## config.mk

```make
export PLATFORM = sky130hd
export DESIGN_NAME = adcc_ctrl_flat
export DESIGN_NICKNAME = d
export VERILOG_FILES = /design/src/adcc_pkg.sv /design/src/adcc_if.sv /design/src/adcc_ctrl.sv /design/src/flat_wrapper.sv
export VERILOG_INCLUDE_DIRS = /design/src
export SDC_FILE = /design/constraint.sdc
export NUM_CORES = 1
export LEC_CHECK = 0
export BUFFER_PORTS_ARGS = -buffer_cell sky130_fd_sc_hd__buf_2
export CELL_PAD_IN_SITES_DETAIL_PLACEMENT = 1
export CELL_PAD_IN_SITES_GLOBAL_PLACEMENT = 1
export CORE_UTILIZATION = 40
export DETAILED_ROUTE_END_ITERATION = 8
export PLACE_DENSITY_LB_ADDON = 0.1
export SLEW_MARGIN = 25
export SYNTH_ARGS = -nofsm -noshare
export SYNTH_HDL_FRONTEND = slang
export SYNTH_SLANG_ARGS = --single-unit
```

## constraint.sdc

```tcl
create_clock -name mclk_i -period 4.8 [get_ports mclk_i]
set_clock_uncertainty 0.2 [all_clocks]
set_input_delay 0.96 -clock mclk_i [delete_from_list [all_inputs] [get_ports mclk_i]]
set_output_delay 0.96 -clock mclk_i [all_outputs]
set_load 0.02 [all_outputs]
```

## src/adcc_regs.svh

```systemverilog
// Constants for the converter control block and its controller
`ifndef ADCC_REGS_SVH
`define ADCC_REGS_SVH
// Device side
`define ADCC_CTRL_RST 4'h0
`define ADCC_MODE_BIT 3
`define ADCC_CONV_MC 6'd62
`define ADCC_CMP_MC 6'd8
`define ADCC_TRIAL_MC 3'd6
`define ADCC_SAR_CLR 10'h000
`define ADCC_SAR_TOP 10'h200
`define ADCC_TOP_IDX 4'h9
`define ADCC_NO_IDX 4'hF
// Controller register offsets (byte addresses)
`define ADCC_CMD_OFS 5'h00
`define ADCC_STAT_OFS 5'h04
`define ADCC_RES_OFS 5'h08
`define ADCC_INTSEL_OFS 5'h0C
`define ADCC_PORT_OFS 5'h10
`define ADCC_INT_BIT 2
`define ADCC_PORT_RST 4'hF
`define ADCC_RESP_OK 2'b00
`define ADCC_RESP_ERR 2'b10
`endif

```

## src/adcc_pkg.sv

```systemverilog
// Types shared by both ends of the converter link
package adcc_pkg;
  typedef enum logic [3:0] {
    OP_NOP = 4'h0,
    OP_WR_CTRL = 4'h1,
    OP_RD_CTRL = 4'h2,
    OP_START = 4'h3,
    OP_LOAD_CMP = 4'h4,
    OP_RD_CMP = 4'h5,
    OP_MOVE_LOW = 4'h6,
    OP_MOVE_HIGH = 4'h7,
    OP_SKIP = 4'h8,
    OP_CONVERT = 4'hF
  } adcc_op_type;
  typedef enum logic [1:0] {
    DS_IDLE = 2'b00,
    DS_CONV = 2'b01,
    DS_CMP = 2'b10
  } adcc_dstate_type;
  typedef enum logic [2:0] {
    CS_IDLE = 3'b000,
    CS_SEL = 3'b001,
    CS_START = 3'b011,
    CS_POLL = 3'b010,
    CS_LOW = 3'b110,
    CS_HIGH = 3'b111,
    CS_CLR = 3'b101,
    CS_ONE = 3'b100
  } adcc_cstate_type;
endpackage

```

## src/adcc_if.sv

```systemverilog
// Instruction link between the controller and the converter device
`timescale 1ns/1ps
interface adcc_if;
  adcc_pkg::adcc_op_type instr_op;
  logic instr_valid;
  logic [3:0] acc_a;
  logic [3:0] acc_b;
  logic int_en;
  logic int_taken;
  logic rsp_valid;
  logic [3:0] rsp_a;
  logic [3:0] rsp_b;
  logic skip;
  logic flag;
  logic irq;
  logic busy;
  modport dev (
    input instr_op, instr_valid, acc_a, acc_b, int_en, int_taken,
    output rsp_valid, rsp_a, rsp_b, skip, flag, irq, busy
  );
  modport ctl (
    output instr_op, instr_valid, acc_a, acc_b, int_en, int_taken,
    input rsp_valid, rsp_a, rsp_b, skip, flag, irq, busy
  );
endinterface

```

## src/adcc_ctrl.sv

```systemverilog
// Controller end: AXI4-Lite registers driving converter instructions
//
// The implementer's own choices: the register addresses and the AXI4-Lite interface to the registers.
`timescale 1ns/1ps
module adcc_ctrl #(
  parameter int ADDR_W = 5
) (
  input wire logic mclk_i,
  input wire logic sys_rst_i,
  input wire logic [ADDR_W-1:0] s_awaddr_i,
  input wire logic s_awvalid_i,
  output logic s_awready_o,
  input wire logic [31:0] s_wdata_i,
  input wire logic [3:0] s_wstrb_i,
  input wire logic s_wvalid_i,
  output logic s_wready_o,
  output logic [1:0] s_bresp_o,
  output logic s_bvalid_o,
  input wire logic s_bready_i,
  input wire logic [ADDR_W-1:0] s_araddr_i,
  input wire logic s_arvalid_i,
  output logic s_arready_o,
  output logic [31:0] s_rdata_o,
  output logic [1:0] s_rresp_o,
  output logic s_rvalid_o,
  input wire logic s_rready_i,
  input wire logic int_ack_i,
  output logic irq_o,
  output logic [3:0] port_latch_o,
  adcc_if.ctl link
);
  import adcc_pkg::*;
  `include "adcc_regs.svh"

  adcc_cstate_type state_reg;
  adcc_op_type op_reg;
  logic [3:0] a_reg;
  logic [3:0] b_reg;
  logic [3:0] sel_reg;
  logic [3:0] intsel_reg;
  logic [3:0] port_reg;
  logic [9:0] res_reg;
  logic [3:0] rsp_a_reg;
  logic [3:0] rsp_b_reg;
  logic skip_reg;
  logic refused_reg;
  logic mode_reg;
  logic macro_reg;
  logic pend_reg;
  logic wr_go;
  logic cmd_go;
  logic switch;
  logic hold;
  logic [ADDR_W-1:0] waddr;

  // ----------------------------------------------------------------
  // AXI4-Lite slave
  // ----------------------------------------------------------------
  // Address and data are taken together once both are offered
  assign wr_go = s_awready_o && s_awvalid_i;
  assign waddr = s_awaddr_i;
  always_ff @(posedge mclk_i or posedge sys_rst_i) begin
    if (sys_rst_i) begin
      s_awready_o <= 1'b0;
      s_wready_o <= 1'b0;
      s_bvalid_o <= 1'b0;
      s_bresp_o <= `ADCC_RESP_OK;
    end else begin
      s_awready_o <= s_awvalid_i && s_wvalid_i && !s_awready_o &&
                     !s_bvalid_o;
      s_wready_o <= s_awvalid_i && s_wvalid_i && !s_awready_o &&
                    !s_bvalid_o;
      if (wr_go) begin
        s_bvalid_o <= 1'b1;
        s_bresp_o <= waddr > `ADCC_PORT_OFS || waddr[1:0] != 2'b00 ?
                     `ADCC_RESP_ERR : `ADCC_RESP_OK;
      end else if (s_bready_i) begin
        s_bvalid_o <= 1'b0;
      end
    end
  end

  // Read data is captured at the address handshake
  always_ff @(posedge mclk_i or posedge sys_rst_i) begin
    if (sys_rst_i) begin
      s_arready_o <= 1'b0;
      s_rvalid_o <= 1'b0;
      s_rdata_o <= 32'h0;
      s_rresp_o <= `ADCC_RESP_OK;
    end else begin
      s_arready_o <= s_arvalid_i && !s_arready_o && !s_rvalid_o;
      if (s_arready_o && s_arvalid_i) begin
        s_rvalid_o <= 1'b1;
        s_rresp_o <= `ADCC_RESP_OK;
        case (s_araddr_i)
          `ADCC_CMD_OFS: s_rdata_o <= {20'h0, b_reg, a_reg, op_reg};
          `ADCC_STAT_OFS: s_rdata_o <= {19'h0, refused_reg,
              state_reg != CS_IDLE, link.busy, link.flag, skip_reg,
              rsp_b_reg, rsp_a_reg};
          `ADCC_RES_OFS: s_rdata_o <= {22'h0, res_reg};
          `ADCC_INTSEL_OFS: s_rdata_o <= {28'h0, intsel_reg};
          `ADCC_PORT_OFS: s_rdata_o <= {28'h0, port_reg};
          default: begin
            s_rdata_o <= 32'h0;
            s_rresp_o <= `ADCC_RESP_ERR;
          end
        endcase
      end else if (s_rready_i) begin
        s_rvalid_o <= 1'b0;
      end
    end
  end

  // ----------------------------------------------------------------
  // Command sequencer
  // ----------------------------------------------------------------
  assign cmd_go = wr_go && waddr == `ADCC_CMD_OFS && s_wstrb_i[0] &&
                  state_reg == CS_IDLE;
  // Mode change requested by the pending control write
  assign switch = a_reg[`ADCC_MODE_BIT] != mode_reg;
  // cleared interrupt select reaches the device before the write
  // a refused mode change is put back before the write goes out
  assign hold = state_reg == CS_SEL &&
                (switch && link.busy ||
                 mode_reg && !a_reg[`ADCC_MODE_BIT] && link.int_en);

  // Each step issues one instruction and waits for its answer; the poll step reissues its skip until one is taken
  always_ff @(posedge mclk_i or posedge sys_rst_i) begin
    if (sys_rst_i) begin
      state_reg <= CS_IDLE;
      pend_reg <= 1'b0;
      link.instr_valid <= 1'b0;
      link.instr_op <= OP_NOP;
      link.acc_a <= 4'h0;
      link.acc_b <= 4'h0;
    end else begin
      link.instr_valid <= 1'b0;
      if (state_reg != CS_IDLE && !pend_reg && !hold) begin
        pend_reg <= 1'b1;
        link.instr_valid <= 1'b1;
        link.acc_a <= a_reg;
        link.acc_b <= b_reg;
        case (state_reg)
          CS_ONE: link.instr_op <= op_reg;
          CS_SEL: link.instr_op <= OP_WR_CTRL;
          CS_START: link.instr_op <= OP_START;
          CS_CLR, CS_POLL: link.instr_op <= OP_SKIP;
          CS_LOW: link.instr_op <= OP_MOVE_LOW;
          default: link.instr_op <= OP_MOVE_HIGH;
        endcase
      end
      if (link.rsp_valid) begin
        pend_reg <= 1'b0;
      end
      case (state_reg)
        CS_IDLE: begin
          if (cmd_go) begin
            // convert macro starts with input select
            state_reg <= s_wdata_i[3:0] == OP_CONVERT ? CS_SEL :
                         s_wdata_i[3:0] == OP_WR_CTRL ? CS_SEL : CS_ONE;
          end
        end
        CS_SEL: begin
          // skip right after a mode change
          if (link.rsp_valid) begin
            state_reg <= switch ? CS_CLR : macro_reg ? CS_START : CS_IDLE;
          end
        end
        CS_CLR: begin
          if (link.rsp_valid) begin
            state_reg <= macro_reg ? CS_START : CS_IDLE;
          end
        end
        CS_START: begin
          if (link.rsp_valid) begin
            state_reg <= CS_POLL;
          end
        end
        CS_POLL: begin
          // read only after a taken skip
          if (link.rsp_valid && link.skip) begin
            state_reg <= CS_LOW;
          end
        end
        CS_LOW: begin
          if (link.rsp_valid) begin
            state_reg <= CS_HIGH;
          end
        end
        CS_HIGH, CS_ONE: begin
          if (link.rsp_valid) begin
            state_reg <= CS_IDLE;
          end
        end
        default: begin
          state_reg <= CS_IDLE;
        end
      endcase
    end
  end

  // Command fields; the macro forces conversion mode on its input
  always_ff @(posedge mclk_i or posedge sys_rst_i) begin
    if (sys_rst_i) begin
      op_reg <= OP_NOP;
      a_reg <= 4'h0;
      b_reg <= 4'h0;
      macro_reg <= 1'b0;
      refused_reg <= 1'b0;
    end else if (cmd_go) begin
      op_reg <= adcc_op_type'(s_wdata_i[3:0]);
      macro_reg <= s_wdata_i[3:0] == OP_CONVERT;
      a_reg <= s_wdata_i[3:0] == OP_CONVERT ?
               {2'b00, s_wdata_i[5:4]} : s_wdata_i[7:4];
      b_reg <= s_wdata_i[11:8];
      refused_reg <= 1'b0;
    end else if (state_reg == CS_SEL && !pend_reg && switch &&
                 link.busy) begin
      a_reg[`ADCC_MODE_BIT] <= mode_reg;
      refused_reg <= 1'b1;
    end
  end

  // Shadow of the mode bit, answers and result
  always_ff @(posedge mclk_i or posedge sys_rst_i) begin
    if (sys_rst_i) begin
      mode_reg <= 1'b0;
      res_reg <= 10'h000;
      rsp_a_reg <= 4'h0;
      rsp_b_reg <= 4'h0;
      skip_reg <= 1'b0;
    end else if (link.rsp_valid) begin
      rsp_a_reg <= link.rsp_a;
      rsp_b_reg <= link.rsp_b;
      skip_reg <= link.skip;
      if (state_reg == CS_SEL) begin
        mode_reg <= a_reg[`ADCC_MODE_BIT];
      end
      if (state_reg == CS_LOW) begin
        res_reg[1:0] <= link.rsp_a[3:2];
      end
      if (state_reg == CS_HIGH) begin
        res_reg[9:2] <= {link.rsp_b, link.rsp_a};
      end
    end
  end

  // Interrupt select and port latch registers
  always_ff @(posedge mclk_i or posedge sys_rst_i) begin
    if (sys_rst_i) begin
      intsel_reg <= 4'h0;
      port_reg <= `ADCC_PORT_RST;
    end else begin
      if (wr_go && waddr == `ADCC_INTSEL_OFS && s_wstrb_i[0]) begin
        intsel_reg <= s_wdata_i[3:0];
      end
      if (wr_go && waddr == `ADCC_PORT_OFS && s_wstrb_i[0]) begin
        port_reg <= s_wdata_i[3:0];
      end
      // drop interrupt select before leaving comparator
      if (state_reg == CS_SEL && !pend_reg && mode_reg &&
          !a_reg[`ADCC_MODE_BIT]) begin
        intsel_reg[`ADCC_INT_BIT] <= 1'b0;
      end
    end
  end

  // the selected analog pin holds its port latch at 1
  always_ff @(posedge mclk_i or posedge sys_rst_i) begin
    if (sys_rst_i) begin
      port_latch_o <= `ADCC_PORT_RST;
      irq_o <= 1'b0;
      link.int_en <= 1'b0;
      link.int_taken <= 1'b0;
    end else begin
      port_latch_o <= port_reg | (4'h1 << sel_reg[1:0]);
      irq_o <= link.irq;
      link.int_en <= intsel_reg[`ADCC_INT_BIT];
      link.int_taken <= int_ack_i;
    end
  end

  // Input currently selected on the device
  always_ff @(posedge mclk_i or posedge sys_rst_i) begin
    if (sys_rst_i) begin
      sel_reg <= 4'h0;
    end else if (state_reg == CS_SEL && link.rsp_valid) begin
      sel_reg <= a_reg;
    end
  end
endmodule

```

## src/flat_wrapper.sv

```systemverilog
// flat-port wrapper written by rule: the top's interface ports become plain ports
module adcc_ctrl_flat import adcc_pkg::*;
#(
  parameter int ADDR_W = 5
)
  (mclk_i, sys_rst_i, s_awaddr_i, s_awvalid_i, s_awready_o, s_wdata_i, s_wstrb_i, s_wvalid_i, s_wready_o, s_bresp_o, s_bvalid_o, s_bready_i, s_araddr_i, s_arvalid_i, s_arready_o, s_rdata_o, s_rresp_o, s_rvalid_o, s_rready_i, int_ack_i, irq_o, port_latch_o, link_instr_op, link_instr_valid, link_acc_a, link_acc_b, link_int_en, link_int_taken, link_rsp_valid, link_rsp_a, link_rsp_b, link_skip, link_flag, link_irq, link_busy);
  adcc_if link_i ();
  input wire logic mclk_i;
  input wire logic sys_rst_i;
  input wire logic [ADDR_W-1:0] s_awaddr_i;
  input wire logic s_awvalid_i;
  output logic s_awready_o;
  input wire logic [31:0] s_wdata_i;
  input wire logic [3:0] s_wstrb_i;
  input wire logic s_wvalid_i;
  output logic s_wready_o;
  output logic [1:0] s_bresp_o;
  output logic s_bvalid_o;
  input wire logic s_bready_i;
  input wire logic [ADDR_W-1:0] s_araddr_i;
  input wire logic s_arvalid_i;
  output logic s_arready_o;
  output logic [31:0] s_rdata_o;
  output logic [1:0] s_rresp_o;
  output logic s_rvalid_o;
  input wire logic s_rready_i;
  input wire logic int_ack_i;
  output logic irq_o;
  output logic [3:0] port_latch_o;
  output wire logic [$bits(link_i.instr_op)-1:0] link_instr_op;
  output wire logic [$bits(link_i.instr_valid)-1:0] link_instr_valid;
  output wire logic [$bits(link_i.acc_a)-1:0] link_acc_a;
  output wire logic [$bits(link_i.acc_b)-1:0] link_acc_b;
  output wire logic [$bits(link_i.int_en)-1:0] link_int_en;
  output wire logic [$bits(link_i.int_taken)-1:0] link_int_taken;
  input wire logic [$bits(link_i.rsp_valid)-1:0] link_rsp_valid;
  input wire logic [$bits(link_i.rsp_a)-1:0] link_rsp_a;
  input wire logic [$bits(link_i.rsp_b)-1:0] link_rsp_b;
  input wire logic [$bits(link_i.skip)-1:0] link_skip;
  input wire logic [$bits(link_i.flag)-1:0] link_flag;
  input wire logic [$bits(link_i.irq)-1:0] link_irq;
  input wire logic [$bits(link_i.busy)-1:0] link_busy;
  assign link_instr_op = link_i.instr_op;
  assign link_instr_valid = link_i.instr_valid;
  assign link_acc_a = link_i.acc_a;
  assign link_acc_b = link_i.acc_b;
  assign link_int_en = link_i.int_en;
  assign link_int_taken = link_i.int_taken;
  assign link_i.rsp_valid = link_rsp_valid;
  assign link_i.rsp_a = link_rsp_a;
  assign link_i.rsp_b = link_rsp_b;
  assign link_i.skip = link_skip;
  assign link_i.flag = link_flag;
  assign link_i.irq = link_irq;
  assign link_i.busy = link_busy;
  adcc_ctrl #(.ADDR_W(ADDR_W)) u_core (.mclk_i(mclk_i), .sys_rst_i(sys_rst_i), .s_awaddr_i(s_awaddr_i), .s_awvalid_i(s_awvalid_i), .s_awready_o(s_awready_o), .s_wdata_i(s_wdata_i), .s_wstrb_i(s_wstrb_i), .s_wvalid_i(s_wvalid_i), .s_wready_o(s_wready_o), .s_bresp_o(s_bresp_o), .s_bvalid_o(s_bvalid_o), .s_bready_i(s_bready_i), .s_araddr_i(s_araddr_i), .s_arvalid_i(s_arvalid_i), .s_arready_o(s_arready_o), .s_rdata_o(s_rdata_o), .s_rresp_o(s_rresp_o), .s_rvalid_o(s_rvalid_o), .s_rready_i(s_rready_i), .int_ack_i(int_ack_i), .irq_o(irq_o), .port_latch_o(port_latch_o), .link(link_i));
endmodule
```

==> results of run 1 <==
cell families after synthesis:
| kind of cell | after synthesis | synth area share |
|---|---|---|
| other cells | 1 | 0.000948 |
| compound gates | 68 | 0.112 |
| flops | 87 | 0.553 |
| fa+ha+maj | 1 | 0.00316 |
| mux | 59 | 0.167 |
| buf+inv | 48 | 0.0712 |
| simple gates | 71 | 0.0924 |
layer usage:
metal / part of all wire / wire, µm / track usage
met5: 0 / 0 / 0
met1: 0.46 / 4410 / 0.273
met3: 0.039 / 376 / 0.0317
met4: 0.014 / 131 / 0.0669
met2: 0.48 / 4610 / 0.338
layout by cell type, fill, tap and decap left out, types with 2 or more instances in the layout:
cell type,netlist,routed
inv_1,11,10
nor2_1,12,12
mux2i_1,11,11
mux2_2,45,45
nor3_1,4,4
a21oi_1,12,12
o21ai_0,17,17
conb_1,1,21
clkbuf_8,0,11
nand2_1,27,27
a221oi_1,2,2
a22oi_1,8,8
clkinv_4,0,2
a21o_1,3,3
buf_2,0,83
nand3_1,6,6
and2_1,2,2
and3b_1,2,2
o21bai_1,2,2
a211oi_1,2,2
buf_4,23,4
dfstp_2,8,8
o22ai_1,8,8
mux2_4,3,3
o211ai_1,5,5
dfrtp_1,79,79
a31oi_1,2,2
bufinv_16,0,2
nand2b_1,2,2
nor3b_1,2,2
nand4_1,4,4
o21a_1,3,3
critical path: cells and delay by family:
| family | cells | cell delay (ps) |
|---|---|---|
| AOI/OAI and AO/OA | 1 | 210 |
| buffers and inverters | 1 | 110 |
| muxes | 1 | 310 |
| and+or+nand+nor | 2 | 1210 |
layout make-up:
cell class                      count  area (µm²)
Fill cell                        1059        4780
Sequential cell                    87        2190
Multi-Input combinational cell    220        1560
Timing Repair Buffer               87         445
Tap cell                          129         161
Clock buffer                       11         151
Clock inverter                      5        88.8
Inverter                           11        42.5
where the power goes:
part	switching (mW)	internal, mW
sequential	0.0628	0.824
combinational	0.242	0.162
clock	0.273	0.327
total	0.578	1.31
worst min-delay path by stage:
stage	from	endpoint	slack, ps	cells after the start
after CTS	u_core.intsel_reg[2]	u_core.link.int_en	240	0
after floorplan	u_core.intsel_reg[2]	u_core.link.int_en	170	0
after global routing	u_core.intsel_reg[2]	u_core.link.int_en	260	0
after global placement	u_core.intsel_reg[2]	u_core.link.int_en	210	0
after detailed placement	u_core.intsel_reg[2]	u_core.link.int_en	220	0
final	u_core.sel_reg[0]	u_core.port_latch_o[0]	240	1
metrics by stage:
step | worst slack (ps) | area [µm²] | hold slack, ps | util | cells
global placement | 1670 | 4400 | 214 | 0.467 | 534
floorplan | 1400 | 4030 | 173 | - | 355
CTS | 2030 | 4640 | 237 | 0.493 | 550
global route | 2010 | 4640 | 258 | 0.493 | 550
detailed placement | 1660 | 4400 | 219 | 0.467 | 534
finish | 2030 | 4640 | 238 | 0.493 | 550
==> impl_results.md, run 1 <==
- Top-count cell post-synth: dfrtp_1
- Vias in the first global route: 2978
- Synth Flop Type: dfrtp_1
- I/O Buffers: 83
- Sequential share of the synthesized area: 0.553
- Die area: 10300 µm²
- Share of cells above drive strength 1: 0.392
- Ant diodes: 0
- Reg2reg path depth: 4
- Latest clock arrival within the worst-skew pair: 350 ps
- Final Hold Fails: 0
- Antenna viol nets, final: 0
- Final nets: around 480
- Top Ports: around 130
- Final period util: 0.578
- Mean routed wirelength per cell: 17.3 µm
- Critical path start-end classification: primary input to flip-flop
- Flop2flop setup slack: 2300 ps
- Global-route wire length before repair: 15700 µm
- CTS Buf Count: 9
- Final Max Slew Viols: 0
- Via Count: 2815
- Die height: between 100 and 150 µm
- CTS root buffer: clkbuf_8
- Leading area contributor after synthesis: dfrtp_1
- Distinct cells, synth: 45
- Final worst path period need: 2770 ps
- Leakage: 2.31 nW
- Largest stage delay, worst path: 680 ps
- Worst Path Arrival: 2810 ps
- Dpl hpwl: 7060 µm
- FP Rows: 35
- RSZ-0062 raised after global routing: no
- Syn-to-layout area delta: 17.3%
- Worst min-delay path category: flip-flop to flip-flop
- Worst reg2reg path startpoint: u_core.state_reg[1]
- Initial Util: 0.420
- #FFs+latches synth: 87
- Number of flip-flops in the largest register: 13
- Worst R2R End: u_core.state_reg[0]
- Top cell type's share of synthesized area: 0.500
- H-tree depth: 3
- Total GRT Usage: 0.203
- Vias per cell: 5.12
- CP max stage cell: or4_4
- Clk buf depth: 2
- Outcome: complete, no violations
- Top cells by count, synth: 79 x dfrtp_1, 45 x mux2_2, 27 x nand2_1, 23 x buf_4, 17 x o21ai_0
- PostCTS Resize Cnt: 0
- CP endpoint kind: flip-flop
- DRC Markers: 0
- CP startpoint kind: primary input
- Yosys Warn Count: 0
- Total grt overflow: 0
- Max Cap Viol: 0
- Async SR Flop Fraction: 1.00
- Synth area leaders: dfrtp_1 50%, mux2_2 13%, dfstp_2 5.3%, buf_4 4.4%, mux2i_1 2.8%
- Core footprint: around 9400 µm²
- Cell Chain, Critical Path: buf_2, or4b_4, or4_4, a21boi_4, mux2_4
- Critical Path RT: 4840 ps
- Mapped cell area: 3960 µm²
- Final setup fails: 0
- Clk pin slew, worst setup/hold paths: 90 ps
- Pwr dens: 408 nW/µm²
- Clock Sinks: between 80 and 90
- Wirelength, routed: 9520 µm
- Initial DRC Count: 90
- Syn_area_per_cell: 11.8 µm²
- Sum Neg Setup Slack: 0 ps
- RePlAce Congestion: 0.787
- Max rail drop VDD: 0.272 mV
- Pin count of the biggest net entering global routing: 35
- TritonCTS clock tree: yes
- Post-CTS Setup Bufs: 0
- Critical Path Source: s_awaddr_i[1]
- Slew Limit Headroom: 0.521
- Total Power: between 1.5 and 2 mW
- CP max FO: 19
- Critical path endpoint: u_core.state_reg[0]
- Die Width: 101 µm
- Number of flops mapped to enable cells by yosys: 0
- Initial antenna violation count: 0
- Detailed-router iteration count before antenna repair: 4
- Worst Tran Pin Value: 712 ps
- Achievable Freq: 360 MHz
- Post-Synthesis Cells: 335
- Hold buffers post-CTS: 0
(Power assumes the default switching activity.)
==> run 2, diff against run 1 <==
--- a/config.mk
+++ b/config.mk
@@ -9,7 +9,7 @@
 export BUFFER_PORTS_ARGS = -buffer_cell sky130_fd_sc_hd__buf_2
 export CELL_PAD_IN_SITES_DETAIL_PLACEMENT = 1
 export CELL_PAD_IN_SITES_GLOBAL_PLACEMENT = 1
-export CORE_UTILIZATION = 40
+export CORE_UTILIZATION = 35
 export DETAILED_ROUTE_END_ITERATION = 8
 export PLACE_DENSITY_LB_ADDON = 0.1
 export SLEW_MARGIN = 25
==> constraint.sdc (replaced) <==
create_clock -name mclk_i -period 2.36 [get_ports mclk_i]
set_clock_uncertainty 0.2 [all_clocks]
set_input_delay 0.472 -clock mclk_i [delete_from_list [all_inputs] [get_ports mclk_i]]
set_output_delay 0.472 -clock mclk_i [all_outputs]
set_load 0.02 [all_outputs]
==> run 2 against run 1 <==
Against the previous run:
- sequential share of layout area decreased by 2.2 points
- clock-buffer cell count stayed put
- sequential power up 100%
- die area up 14%
- clock power rose to 2.5 times the previous value
- first-iteration DRC count grew 18%
==> impl_results.md, run 2 (synthesis gave the netlist of run 1 again) <==
- Die area: 11700 µm²
- CTS Buf Count: 9
- DRC Markers: 0
- Sum Neg Setup Slack: 0 ps
- Core footprint: 10900 µm²
- Flop2flop setup slack: 270 ps
- Wirelength, routed: a little over 10000 µm
- Critical Path Source: s_awaddr_i[1]
- Commonest non-fill, non-tap cells in the layout: 83 x buf_2, 79 x dfrtp_1, 45 x mux2_2, 27 x nand2_1, 21 x conb_1
- RePlAce Congestion: about 0.8
- FP Rows: 38
- Critical path start-end classification: primary input to flip-flop
- Final setup fails: 0
- Vias in the first global route: 3092
- Final nets: 499
- Critical Path RT: 2370 ps
- Pre-CTS setup slack: -78.0 ps
- Hold path depth: 1
- Top Ports: 128
- Worst min-delay path category: primary input to flip-flop
- Clock Sinks: 87
- PostCTS Resize Cnt: 0
- Mean routed wirelength per cell: 17.5 µm
- Syn-to-layout area delta: 23.1%
- Dpl hpwl: roughly 7300 µm
- Share of cells above drive strength 1: 0.408
- CP endpoint kind: flip-flop
- Initial Util: 0.362
- CP startpoint kind: primary input
- Total grt overflow: 0
- Number of flip-flops in the largest register: 13
- TritonCTS clock tree: yes
- Worst Tran Pin Value: 568 ps
- Max Cap Viol: 0
- Final core occ: 0.445
- Die Width: 108 µm
- Antenna viol nets, final: 0
- RSZ-0062 raised after global routing: no
- Pin count of the biggest net entering global routing: 88
- Placed instance count: between 500 and 600
- Hold buffers post-CTS: 0
- Via Count: 2877
- Post-CTS Setup Bufs: 0
- Pwr dens: 855 nW/µm²
- Achievable Freq: 475 MHz
- Max rail drop VDD: 0.390 mV
- Initial DRC Count: 106
- Final Max Slew Viols: 0
- Ant diodes: 0
- Total Power: between 4 and 5 mW
- Min-delay src: int_ack_i
- CP max FO: 18
- Total GRT Usage: 0.185
- CTS root buffer: clkbuf_16
- Fillcell total: 1200
- Worst R2R End: u_core.b_reg[3]
- H-tree depth: 3
- Worst reg2reg path startpoint: u_core.state_reg[0]
- Non-Filler Instances: 576
- Hold Path End: u_core.link.int_taken
- Die height: 108 µm
- Clk pin slew, worst setup/hold paths: 60 ps
- Slew Limit Headroom: 0.621
- Clk buf depth: 2
- Latest clock arrival within the worst-skew pair: between 300 and 400 ps
- Initial antenna violation count: 0
- Final worst path period need: 2110 ps
- Final worst-path setup slack: 254 ps
- Leakage: 2.43 nW
- Final period util: 0.892
- Detailed-router iteration count before antenna repair: 4
- Worst Path Arrival: 2120 ps
- Vias per cell: 4.99
- Most common cell after layout, fill and taps aside: buf_2
- Outcome: complete, no violations
- Global-route wire length before repair: 16200 µm
- Reg2reg path depth: 4
- I/O Buffers: 83
- Final Hold Fails: 0
## run 2: through the flow
stage / hold WS, ps / cell area [µm²]
3_3_place_gp: 218 / 4550
5_1_grt: 32.4 / 4870
6_report: 42.7 / 4870
3_5_place_dp: 227 / 4550
4_1_cts: 29.1 / 4870
2_1_floorplan: 173 / 4030
## run 2: worst max-delay path, cell delays in order
cell and delay, ps:
buf_2 110, or4b_4 530, or4_4 530, buf_12 180, mux2_4 300
## run 2: power breakdown
group	total (mW)	internal [mW]	switching, mW
combinational	0.875	0.352	0.523
clock	1.51	0.930	0.581
sequential	1.78	1.68	0.0990
total	4.16	2.96	1.20
## run 2: metal layers
layer  share of wire  GRT usage
met5               0          0
met4           0.014     0.0618
met3           0.032     0.0338
met2            0.50      0.309
met1            0.46      0.240
## run 2: area by class of cell
class,instances,area (µm²),area share
Clock inverter,5,82.6,0.0170
Multi-Input combinational cell,220,1560,0.321
Timing Repair Buffer,102,583,0.120
Inverter,11,45.0,0.00925
Tap cell,140,175,0.0360
Sequential cell,87,2190,0.449
Clock buffer,11,233,0.0478
## run 2: worst max-delay path by stage
stage	cells after the start	end
6_report	5	u_core.b_reg[3]
5_1_grt	6	u_core.link.acc_b[0]
4_1_cts	5	u_core.b_reg[3]
3_5_place_dp	5	u_core.b_reg[3]
3_3_place_gp	5	u_core.a_reg[0]
2_1_floorplan	5	u_core.state_reg[0]
==> run 3, diff against run 2 <==
==> constraint.sdc (replaced) <==
create_clock -name mclk_i -period 1.9 [get_ports mclk_i]
set_clock_uncertainty 0.2 [all_clocks]
set_input_delay 0.38 -clock mclk_i [delete_from_list [all_inputs] [get_ports mclk_i]]
set_output_delay 0.38 -clock mclk_i [all_outputs]
set_load 0.02 [all_outputs]
==> run 3 against run 2 <==
Against the previous run:
- the flow now finishes with violations (negative setup slack)
- via count grew 5.2%
- cell area grew 6.4%
- sequential share of layout area shrank 2.7 points
- first-iteration DRC count shrank 29%
- critical path type is now flip-flop to flip-flop
- combinational power grew 58%
- global-route usage grew 1.2 points
- utilization grew 2.8 points
- critical endpoint unchanged
- largest cell class unchanged
- worst setup slack lost 370 ps
==> impl_results.md, run 3 (synthesis gave the netlist of run 1 again) <==
- Outcome: complete, but fails checks
- Failing checks: negative setup slack
- CP startpoint kind: flip-flop
- Final period util: 1.06
- Switching part of the total: 0.305
- Reg power frac: 0.420
- Final core occ: 0.473
- Pre-CTS setup slack: -446 ps
- Clk pin slew, worst setup/hold paths: about 60 ps
- Achievable Freq: 495 MHz
- Vias in the first global route: ~3200
- Most common cell after layout, fill and taps aside: buf_2
- Clock Sinks: 87
- WHS: slightly above 40 ps
- I/O Buffers: 83
- Final Hold Fails: 0
- Final setup fails: 13
- Pwr dens: 1020 nW/µm²
- Bufs and invs on worst path: 1
- Worst reg2reg path startpoint: u_core.state_reg[0]
- Sum Neg Setup Slack: -1150 ps
- RePlAce Congestion: 0.798
- Clock share of power: 0.320
- H-tree depth: 3
- Die height: roughly 110 µm
- Flop2flop setup slack: -120 ps
- Logic pwr share: 0.260
- RSZ-0062 raised after global routing: yes
- TritonCTS clock tree: yes
- Final nets: between 500 and 600
- CP max stage cell: or4_4
- CP endpoint kind: flip-flop
- Share of cells above drive strength 1: 0.458
- Cell Chain, Critical Path: or3_4, or4_4, buf_12, mux2_4
- Dpl hpwl: 7730 µm
- Slew Limit Headroom: 0.645
- Antenna viol nets, final: 0
- Initial DRC Count: 75
- Max Cap Viol: 0
- Min-delay src: s_bready_i
- Top Ports: 128
- Worst Path Arrival: 2050 ps
- Reg2reg path depth: 4
- Initial Util: 0.362
- Psw: 1.62 mW
- Detailed-router iteration count before antenna repair: 4
- CTS Buf Count: 9
- Final worst-path setup slack: -118 ps
- Worst min-delay path category: primary input to flip-flop
- Via Count: 3026
- Die Width: 108 µm
- Final Max Slew Viols: 0
- Syn-to-layout area delta: 30.9%
- Critical Path RT: 1930 ps
- Die area: 11700 µm²
- CP max FO: 17
- Total Power: 5.30 mW
- Max rail drop VDD: 0.494 mV
- Ant diodes: 0
- FP Rows: 38
- CP delay by family, top: simple AND/OR/NAND/NOR gates
- Clk buf depth: 2
- Final worst path period need: 2020 ps
- Critical path start-end classification: flip-flop to flip-flop
- Vias per cell: about 5.0
- Pint: 3.68 mW
- Global-route wire length before repair: between 15000 and 20000 µm
- Total grt overflow: 0
- Worst Tran Pin Value: 531 ps
- Initial antenna violation count: 0
- Worst R2R End: u_core.b_reg[3]
- Wirelength, routed: 10600 µm
- Core footprint: 10900 µm²
- Hold path depth: 2
- Leakage: 2.56 nW
- Commonest non-fill, non-tap cells in the layout: 83 x buf_2, 79 x dfrtp_1, 37 x mux2_2, 34 x buf_4, 27 x nand2_1
- Mean routed wirelength per cell: 17.6 µm
- Total GRT Usage: 0.197
- DRC Markers: 0
- Number of flip-flops in the largest register: 13
- Pin count of the biggest net entering global routing: 31
- Hold Path End: u_core.s_bvalid_o
- Largest stage delay, worst path: 450 ps
- CTS root buffer: clkbuf_16
- Latest clock arrival within the worst-skew pair: 350 ps
run 3: changes by cell type in the layout (fill, tap and decap cells not counted), sizes merged:
cell         change
buf             +22
bufinv           -2
clkinvlp         +2
clkinv           -3
dlygate4sd3      +3
clkbuf           +3
run 3: metal layers:
| metal | vias to the layer above | track usage | wire (µm) |
|---|---|---|---|
| li1 | 1398 | - | - |
| met1 | 1535 | 0.254 | 4840 |
| met2 | 77 | 0.320 | 5170 |
| met3 | 16 | 0.0380 | 370 |
| met4 | 0 | 0.0888 | 227 |
| met5 | - | 0 | 0 |
run 3: worst max path at each step:
| stage | from | endpoint | slack, ps | cells past startpoint |
|---|---|---|---|---|
| 6_report | u_core.state_reg[0] | u_core.b_reg[3] | -120 | 4 |
| 2_1_floorplan | s_awaddr_i[1] | u_core.state_reg[0] | -380 | 5 |
| 4_1_cts | u_core.state_reg[0] | u_core.b_reg[3] | -120 | 4 |
| 3_5_place_dp | s_awaddr_i[1] | u_core.b_reg[3] | -450 | 5 |
| 3_3_place_gp | s_awaddr_i[1] | u_core.a_reg[0] | -440 | 5 |
| 5_1_grt | u_core.state_reg[0] | u_core.b_reg[3] | -150 | 4 |
run 3: layout make-up:
type,instances,area [µm²]
Timing Repair Buffer,127,823
Sequential cell,87,2190
Clock buffer,14,264
Tap cell,140,175
Inverter,11,45.0
Fill cell,1206,5760
Multi-Input combinational cell,220,1670
Clock inverter,2,15.0
run 3: per-stage QoR:
| step | area (µm²) | cells |
|---|---|---|
| 3_3_place_gp | 4780 | 575 |
| 2_1_floorplan | 4130 | 355 |
| 3_5_place_dp | 4780 | 575 |
| 4_1_cts | 5140 | 597 |
| 6_report | 5180 | 601 |
| 5_1_grt | 5180 | 601 |
run 3: repair_timing:
action	CTS	global route
setup endpoints to repair	15	24
gates cloned	0	0
setup buffers	3	4
hold buffers	3	0
hold endpoints to repair	17	0
resized for setup	5	2
run 3: power by group through the flow:
stage	Clock (mW)	Combinational [mW]	Sequential (mW)
6_report	1.70	1.38	2.22
2_1_floorplan	0	0.682	2.39
3_3_place_gp	0	1.27	2.25
4_1_cts	1.74	1.36	2.23
3_5_place_dp	0	1.29	2.25
5_1_grt	1.80	1.50	2.25
